==> config.mk <==
export PLATFORM = sky130hd
export DESIGN_NAME = core_regulator_mode_fault_supervisor
export DESIGN_NICKNAME = d
export VERILOG_FILES = /design/src/core/fault_window_counter.v /design/src/core/core_regulator_mode_fault_supervisor.v
export VERILOG_INCLUDE_DIRS = /design/src /design/src/core
export SDC_FILE = /design/constraint.sdc
export NUM_CORES = 1
export LEC_CHECK = 0
export ABC_AREA = 1
export BUFFER_PORTS_ARGS = -buffer_cell sky130_fd_sc_hd__buf_2
export CORE_MARGIN = 1
export CORE_UTILIZATION = 55
export CTS_CLUSTER_DIAMETER = 80
export DETAILED_ROUTE_END_ITERATION = 6
export PLACE_DENSITY = 0.78
export SYNTH_ARGS = -nofsm -noshare
export SYNTH_HDL_FRONTEND = slang
export SYNTH_SLANG_ARGS = --single-unit
==> constraint.sdc <==
create_clock -name core_clk -period 4.3 [get_ports core_clk]
set_input_delay 1.29 -clock core_clk [delete_from_list [all_inputs] [get_ports core_clk]]
set_output_delay 1.29 -clock core_clk [all_outputs]
set_load 0.02 [all_outputs]
==> src/core/supervisor_defs.vh <==
// Shared constants of the core regulator mode and fault supervisor
`ifndef SUPERVISOR_DEFS_VH
`define SUPERVISOR_DEFS_VH

// Operating modes
`define MODE_ACTIVE        2'h0
`define MODE_DEEP          2'h1
`define MODE_DEEPER        2'h2

// Regulation target selection
`define TARGET_BOOT        2'h0
`define TARGET_VID         2'h1
`define TARGET_DEEP        2'h2
`define TARGET_DEEPER      2'h3

// Timing
`define CLK_PERIOD_NS      10
`define BOOT_DELAY_MS      10
// 10 ms of 10 ns cycles, sized to fit the 24-bit delay counter
`define BOOT_DELAY_CYCLES  24'h0F_4240
`define PG_TIMER_DEFAULT   24'h01_0000
`define MASK_DEFAULT       8'h40

// Fault windows in phase cycles
`define UV_WINDOW          8'h21
`define OC_WINDOW          8'h20

// Reset values and counter width
`define VID_RESET          6'h00
`define CNT_WIDTH          24

`endif

==> src/core/fault_window_counter.v <==
// Phase-cycle fault window counter, consecutive or up/down
`timescale 1ns/1ps
`include "supervisor_defs.vh"

module fault_window_counter #(
  parameter [7:0] LIMIT  = `OC_WINDOW,
  parameter       UPDOWN = 1
) (
  input  wire       core_clk,
  input  wire       rst,
  input  wire       clear,
  input  wire       tick,
  input  wire       cond,
  output wire       trip
);

  reg [7:0] count_r;

  always @(posedge core_clk) begin
    if (rst || clear) begin
      count_r <= 8'h00;
    end else if (tick) begin
      if (cond) begin
        if (count_r != LIMIT)
          count_r <= count_r + 8'h01;
      end else if (UPDOWN != 0) begin
        // Up/down: brief dips in the fault only slowly forgive it
        if (count_r != 8'h00)
          count_r <= count_r - 8'h01;
      end else begin
        count_r <= 8'h00;
      end
    end
  end

  assign trip = (count_r >= LIMIT);

endmodule

==> src/core/core_regulator_mode_fault_supervisor.v <==
// Start-up, sleep mode, power-good and fault latch supervisor
// Contract
// - Boot setpoint, then 10ms delay, then VOLTAGE_ID_CODE; code selects VOLTAGE_ID_CODE when the delay starts
// - Both sleep inputs low selects deep setpoint
// - Deeper input high, deep low selects deeper
// - Deep high, deeper low: active, follow VOLTAGE_ID_CODE
// - Sleep modes use single channel when tied
// - Overcurrent when average current reaches threshold
// - Overvoltage or undervoltage pulls power good low
// - Power good is input until externals release
// - On sink detect capture VOLTAGE_ID_CODE as target
// - Power good low until internal timer expires
// - Mask power good during VOLTAGE_ID_CODE, mode changes
// - Overvoltage latches, forces PWM low, low-sides on
// - Below 102% both switches off, cycling repeats
// - Overvoltage latch cleared only by power reset
// - Overvoltage threshold 112% of mode setpoint
// - Under 84% over 32 phase cycles latches; code latches after 33 consecutive phase cycles
// - Undervoltage latch cleared by reset or enable
// - Overcurrent 32 phase-cycle counter then latch off
// - Overcurrent clearing within window continues regulation
`timescale 1ns/1ps
`include "supervisor_defs.vh"

module core_regulator_mode_fault_supervisor #(
  parameter [23:0] BOOT_DELAY_CYCLES = `BOOT_DELAY_CYCLES,
  parameter [23:0] PG_TIMER_CYCLES   = `PG_TIMER_DEFAULT,
  parameter [7:0]  MASK_CYCLES       = `MASK_DEFAULT
) (
  input  wire       core_clk,
  input  wire       rst,
  input  wire       enable,
  input  wire       deep_sleep_select_n,
  input  wire       deeper_sleep_select,
  input  wire       phase_count_select,
  input  wire [5:0] voltage_id_code,
  input  wire       phase_clk,
  input  wire       sink_current_detect,
  input  wire       ov_compare,
  input  wire       ov_release_compare,
  input  wire       uv_compare,
  input  wire       oc_compare,
  input  wire       power_good_in,
  output reg        power_good_out,
  output reg        power_good_oe,
  output reg        system_power_good_wired_or,
  output reg  [1:0] target_select,
  output reg  [5:0] target_vid,
  output reg  [1:0] mode,
  output reg        single_channel,
  output reg        converter_enable,
  output reg        pwm_force_low,
  output reg        low_side_on,
  output reg        gate_drive_off,
  output reg        overvoltage_protect,
  output reg        uv_latched,
  output reg        oc_latched
);

  localparam [2:0] ST_OFF     = 3'h0;
  localparam [2:0] ST_BOOT    = 3'h1;
  localparam [2:0] ST_DELAY   = 3'h2;
  localparam [2:0] ST_RUN     = 3'h3;
  localparam [2:0] ST_LATCHED = 3'h4;

  localparam integer SYNC_W = 17;
  // Deep-sleep request idles high; zero here would fake a deep entry
  localparam [SYNC_W-1:0] SYNC_IDLE = 17'h0_0002;

  // Mode from the two system sleep lines; deeper wins when both high
  function [1:0] mode_of;
    input ds_n;
    input drs;
    begin
      if (drs)
        mode_of = `MODE_DEEPER;
      else if (!ds_n)
        mode_of = `MODE_DEEP;
      else
        mode_of = `MODE_ACTIVE;
    end
  endfunction

  function [1:0] target_of;
    input [1:0] m;
    begin
      case (m)
        `MODE_DEEP:   target_of = `TARGET_DEEP;
        `MODE_DEEPER: target_of = `TARGET_DEEPER;
        default:      target_of = `TARGET_VID;
      endcase
    end
  endfunction

  reg  [SYNC_W-1:0] sync1_r;
  reg  [SYNC_W-1:0] sync2_r;
  wire [SYNC_W-1:0] raw_in;

  assign raw_in = {voltage_id_code, power_good_in, oc_compare, uv_compare,
                   ov_release_compare, ov_compare, sink_current_detect, phase_clk,
                   phase_count_select, deeper_sleep_select, deep_sleep_select_n, enable};

  // Two-stage synchronisers for all pin and comparator inputs
  always @(posedge core_clk) begin
    if (rst) begin
      sync1_r <= SYNC_IDLE;
      sync2_r <= SYNC_IDLE;
    end else begin
      sync1_r <= raw_in;
      sync2_r <= sync1_r;
    end
  end

  wire       en_s    = sync2_r[0];
  wire       ds_n_s  = sync2_r[1];
  wire       drs_s   = sync2_r[2];
  wire       pcs_s   = sync2_r[3];
  wire       phc_s   = sync2_r[4];
  wire       sink_s  = sync2_r[5];
  wire       ov_s    = sync2_r[6];
  wire       ovrel_s = sync2_r[7];
  wire       uv_s    = sync2_r[8];
  wire       oc_s    = sync2_r[9];
  wire       pgin_s  = sync2_r[10];
  wire [5:0] vid_s   = sync2_r[16:11];

  reg        en_d_r;
  reg        phc_d_r;
  reg  [1:0] mode_r;
  reg  [5:0] vid_d_r;
  reg  [2:0] state_r;
  reg  [2:0] state_nxt;
  reg [23:0] delay_cnt_r;
  reg [23:0] pg_timer_r;
  reg        pg_expired_r;
  reg  [7:0] mask_cnt_r;
  reg        ov_latch_r;
  reg        uv_latch_r;
  reg        oc_latch_r;

  wire       en_toggle  = en_s ^ en_d_r;
  wire       phase_tick = phc_s & ~phc_d_r;
  wire [1:0] mode_nxt   = mode_of(ds_n_s, drs_s);
  wire       running    = (state_r == ST_RUN);
  wire       uv_trip;
  wire       oc_trip;
  wire       mode_change = running && (mode_nxt != mode_r);
  wire       vid_change  = running && (mode_r == `MODE_ACTIVE) && (vid_s != vid_d_r);
  wire       masked      = (mask_cnt_r != 8'h00) || mode_change || vid_change;
  wire       latched_any = ov_latch_r | uv_latch_r | oc_latch_r;

  always @(posedge core_clk) begin
    if (rst) begin
      en_d_r  <= 1'b0;
      phc_d_r <= 1'b0;
      mode_r  <= `MODE_ACTIVE;
      vid_d_r <= `VID_RESET;
    end else begin
      en_d_r  <= en_s;
      phc_d_r <= phc_s;
      mode_r  <= mode_nxt;
      vid_d_r <= vid_s;
    end
  end

  // Undervoltage must persist for 33 consecutive phase ticks
  fault_window_counter #(
    .LIMIT  (`UV_WINDOW),
    .UPDOWN (0)
  ) uv_window (
    .core_clk (core_clk),
    .rst      (rst),
    .clear    (!running),
    .tick     (phase_tick),
    .cond     (uv_s),
    .trip     (uv_trip)
  );

  // Overcurrent integrates up and down over 32 phase ticks
  fault_window_counter #(
    .LIMIT  (`OC_WINDOW),
    .UPDOWN (1)
  ) oc_window (
    .core_clk (core_clk),
    .rst      (rst),
    .clear    (!running),
    .tick     (phase_tick),
    .cond     (oc_s),
    .trip     (oc_trip)
  );

  // Sequencer
  always @* begin
    state_nxt = state_r;
    case (state_r)
      ST_OFF: begin
        if (en_s)
          state_nxt = ST_BOOT;
      end
      ST_BOOT: begin
        if (sink_s)
          state_nxt = ST_DELAY;
      end
      ST_DELAY: begin
        if (delay_cnt_r >= BOOT_DELAY_CYCLES)
          state_nxt = ST_RUN;
      end
      ST_RUN: begin
        if (uv_trip || oc_trip)
          state_nxt = ST_LATCHED;
      end
      ST_LATCHED: begin
        if (en_toggle)
          state_nxt = ST_OFF;
      end
      default: state_nxt = ST_OFF;
    endcase
    if (!en_s && state_r != ST_LATCHED)
      state_nxt = ST_OFF;
  end

  always @(posedge core_clk) begin
    if (rst) begin
      state_r      <= ST_OFF;
      delay_cnt_r  <= 24'h00_0000;
      pg_timer_r   <= 24'h00_0000;
      pg_expired_r <= 1'b0;
    end else begin
      state_r <= state_nxt;
      if (state_r == ST_DELAY)
        delay_cnt_r <= delay_cnt_r + 24'h00_0001;
      else
        delay_cnt_r <= 24'h00_0000;
      // Timer runs from sink detection; restarting it on exit is deliberate
      if (state_r == ST_DELAY || running) begin
        if (pg_timer_r >= PG_TIMER_CYCLES)
          pg_expired_r <= 1'b1;
        else
          pg_timer_r <= pg_timer_r + 24'h00_0001;
      end else begin
        pg_timer_r   <= 24'h00_0000;
        pg_expired_r <= 1'b0;
      end
    end
  end

  // Fault latches; a trip in the toggle cycle still latches
  always @(posedge core_clk) begin
    if (rst) begin
      ov_latch_r <= 1'b0;
      uv_latch_r <= 1'b0;
      oc_latch_r <= 1'b0;
    end else begin
      if (ov_s && state_r != ST_OFF)
        ov_latch_r <= 1'b1;
      if (running && uv_trip)
        uv_latch_r <= 1'b1;
      else if (en_toggle)
        uv_latch_r <= 1'b0;
      if (running && oc_trip)
        oc_latch_r <= 1'b1;
      else if (en_toggle)
        oc_latch_r <= 1'b0;
    end
  end

  always @(posedge core_clk) begin
    if (rst) begin
      mask_cnt_r <= 8'h00;
    end else if (mode_change || vid_change) begin
      mask_cnt_r <= MASK_CYCLES;
    end else if (mask_cnt_r != 8'h00) begin
      mask_cnt_r <= mask_cnt_r - 8'h01;
    end
  end

  // Target selection and captured identification code
  always @(posedge core_clk) begin
    if (rst) begin
      target_select <= `TARGET_BOOT;
      target_vid    <= `VID_RESET;
    end else begin
      case (state_r)
        ST_BOOT: begin
          target_select <= `TARGET_BOOT;
          if (sink_s)
            target_vid <= vid_s;
        end
        ST_DELAY: begin
          target_select <= `TARGET_VID;
        end
        ST_RUN: begin
          target_select <= target_of(mode_r);
          if (mode_r == `MODE_ACTIVE)
            target_vid <= vid_s;
        end
        default: begin
          target_select <= `TARGET_BOOT;
        end
      endcase
    end
  end

  // Open-drain power good: enable high means the pin is pulled low
  always @(posedge core_clk) begin
    if (rst) begin
      power_good_out             <= 1'b0;
      power_good_oe              <= 1'b1;
      system_power_good_wired_or <= 1'b0;
    end else begin
      power_good_out             <= 1'b0;
      system_power_good_wired_or <= pgin_s;
      if (!running || latched_any || uv_trip || oc_trip)
        power_good_oe <= 1'b1;
      else if (!masked)
        power_good_oe <= !pg_expired_r || ov_s || uv_s;
    end
  end

  // Gate drive control; overvoltage chatter between low and off by design
  always @(posedge core_clk) begin
    if (rst) begin
      mode                <= `MODE_ACTIVE;
      single_channel      <= 1'b0;
      converter_enable    <= 1'b0;
      pwm_force_low       <= 1'b0;
      low_side_on         <= 1'b0;
      gate_drive_off      <= 1'b1;
      overvoltage_protect <= 1'b0;
      uv_latched          <= 1'b0;
      oc_latched          <= 1'b0;
    end else begin
      mode                <= mode_r;
      single_channel      <= !pcs_s;
      overvoltage_protect <= ov_latch_r;
      uv_latched          <= uv_latch_r;
      oc_latched          <= oc_latch_r;
      if (ov_latch_r || ov_s) begin
        converter_enable <= 1'b0;
        pwm_force_low    <= 1'b1;
        low_side_on      <= ovrel_s || ov_s;
        gate_drive_off   <= !(ovrel_s || ov_s);
      end else if (uv_latch_r || oc_latch_r || state_r == ST_OFF
                   || state_r == ST_LATCHED) begin
        converter_enable <= 1'b0;
        pwm_force_low    <= 1'b1;
        low_side_on      <= 1'b0;
        gate_drive_off   <= 1'b1;
      end else begin
        converter_enable <= 1'b1;
        pwm_force_low    <= 1'b0;
        low_side_on      <= 1'b0;
        gate_drive_off   <= 1'b0;
      end
    end
  end

endmodule

==> results.toml <==
[yosys]
ys.flop_type = "dfxtp_1"
ys_top_cells_by_area = "dfxtp_1 47%, nor2_1 9.1%, nand2_1 8.8%"
synth_top_area_share_pct = 46.5
yosysTopAreaCell = "dfxtp_1"
synth_area_um2 = 6160
synth.most_common_cell = "nor2_1"
synthAdderAreaFrac_pct = 3.58
ys_types = 44
ys_ff_latch = 143
synth_compound_area_share_pct = 8.09
synth_top_family_by_area = "simple AND/OR/NAND/NOR gates"
synthArstFlopShare_pct = 0
yosysSeqAreaShare_pct = 46.5
yosysWarningCount = 0
syn_nets = 876
synth.avg_cell_area_um2 = 7.33
synthMuxAreaShare_pct = 0
synthTopCellsByCount = "149 x nor2_1, 144 x nand2_1, 143 x dfxtp_1"
synth-edff-count = 0
synth_xor_area_share_pct = 2.85
synthSimpleGateAreaFrac_pct = 29.4
postSynthCellCount = 840

[sta]
finalSetupTns_ns = 0
fin_crit_sh_pct = 54.6
tightest_slew_ns = 0.741
rsz0062_at_grt = "no"
finClkSkew_ns = 0.00566
setup_viol = 0
whs_ns = 0.392
slew_violations = 0
slew_headroom_pct = 50.2
finalHoldViolations = 0
fmax_ghz = 0.426
fin_crit_ns = 2.35

[power_and_ir_drop]
p_per_area_nw_per_um2 = 437
vdd_drop_max_mv = 0.326
p_leak_nw = 3.02

[min_path]
hold_path_class = "reg -> reg"

[route]
viasPerCell = 4.89
drt_iter0_markers = 270
vias = 5078
ant_nets = 0
drtPass1Iterations = 5
routed_wl_um = 11700
wire_per_inst_um = 11.2
drc_errors = 0

[clocking]
cts_buffers = 17
clk_pin_slew_ns = 0.06
cts_buffer_depth = 2
cts_resized = 0
cts_tree = "built"
htree_levels = 4
ctsHoldBuffers = 0
postCtsSetupRepairBufs = 0
cts-root-buf = "clkbuf_8"
worst_skew_pair.late_latency_ns = 0.52
cts_num_sinks = 143

[die]
die_h_um = 108
fp-row-count = 38
initial_core_util_pct = 56.5
die_x_um = 108
core_um2 = 10900
die_area_um2 = 11600
pin_count = 40

[grt]
grt-ovfl-total = 0
grt_pass1_wl_um = 20400
grt_pass1_vias = 4612
antenna_found_initial = 0
grt_max_degree = 56
grtUsageTotal_pct = 22.1

[cells_and_area]
synthToLayoutAreaGrowth_pct = 15.0
regArea_um2 = 2860
fin_nets = 922
fin_cells = 1039
n_antenna_cell = 0
n_fill_cell = 916
postLayoutCellArea_um2 = 7080
multi_input_area_um2 = 2710
drive_gt1_share_pct = 10.7
finalCoreUtilization_pct = 65.0

[placed_design]
gp_congestion = 0.870
dp_cells = 1007
dpl_cell_area_um2 = 6480
numPortBuffers = 38
dp_hpwl_um = 8050

[critical_path]
start_kind = "flip-flop"
path_depth = 1
worstPathMaxFanout = 2
cp.required_ns = 3.01
crit_start = "power_good_oe"
slowest_stage = "dfxtp_1"
path_buf_inv = 1
slowest_delay_ns = 0.37
worstPathCellList = "buf_2"
reg2reg_depth = 11
crit_type = "reg -> out"
reg2reg_from = "delay_cnt_r[0]"
reg2reg_to = "delay_cnt_r[16]"
arrival_ns = 1.06
end_kind = "primary output"
critPathCapture = "power_good_oe"
r2r_slack_ns = 2.49
cp_top_family = "flip-flops"

[flow_run]
cap_violations = 0

[run_status]
status = "finished, final reports clean"
## through the flow
step | worst slack (ns) | power [mW]
floorplan | 2.20 | 1.60
global placement | 1.53 | 1.65
detailed placement | 1.52 | 1.65
CTS | 1.93 | 3.12
global route | 1.91 | 3.21
finish | 1.95 | 3.09
## registers in the layout (all words and copies together) (netlist names), 2 cells and up
signal	count
delay_cnt_r	24
mask_cnt_r	8
mode	2
mode_r	2
oc_window.count_r	8
pg_timer_r	24
state_r	3
sync1_r	17
sync2_r	17
target_select	2
target_vid	6
uv_window.count_r	8
vid_d_r	6
## how the worst min path moves through the flow
| stage | startpoint | to | slack, ns | depth (start not counted) |
|---|---|---|---|---|
| 6_report | sync2_r[3] | single_channel | 0.39 | 1 |
| 5_1_grt | sync2_r[3] | single_channel | 0.42 | 1 |
| 4_1_cts | sync2_r[3] | single_channel | 0.39 | 1 |
| 3_5_place_dp | sync2_r[3] | single_channel | 0.38 | 1 |
| 3_3_place_gp | sync2_r[3] | single_channel | 0.37 | 1 |
| 2_1_floorplan | sync2_r[3] | single_channel | 0.37 | 1 |
## report_power, final
part,internal [mW],switching (mW),total [mW],leakage (nW)
clock,0.894,0.569,1.46,0.291
combinational,0.0895,0.142,0.232,1.57
sequential,1.37,0.0260,1.40,1.16
## layout make-up
cell class	instances	share of cell area [%]
clock buffer	18	5.90
clock inverter	14	2.56
inverter	141	7.48
multi-input combinational	543	38.2
sequential	143	40.4
tap	140	2.47
timing repair buffer	40	2.90
## placed cells by master (no fill, tap or decap), drive strengths merged, types with 2 or more instances in the layout
cell / instances
nand4: 15
clkbuf: 18
nand3b: 4
or2: 9
buf: 40
nor3b: 2
nand2: 148
xor2: 15
bufinv: 3
o21ai: 29
nand3: 46
inv: 144
nor4: 3
a211oi: 2
xnor2: 5
o21a: 2
a21oi: 54
dfxtp: 143
a21boi: 2
nor3: 24
ha: 16
nor2: 159
clkinv: 7
## cell families (layout without fill, tap and decap cells)
| logic type | Yosys count | count (layout) |
|---|---|---|
| flip-flops | 143 | 143 |
| adder cells (fa/ha/maj) | 17 | 17 |
| AND/OR/NAND/NOR | 411 | 411 |
| other | 1 | 1 |
| XOR/XNOR | 20 | 20 |
| buffers and inverters | 154 | 213 |
| AO/OA/AOI/OAI | 94 | 94 |
## metal layers
layer  global-route usage (%)  routed length [um]  up-vias
met5                        0                   0        -
met4                     7.44                 207        0
met3                     5.51                 510       19
met2                     35.8                5330      122
met1                     28.6                5620     2218
li1                         -                   -     2719
Power figures use the tool's default switching activity.
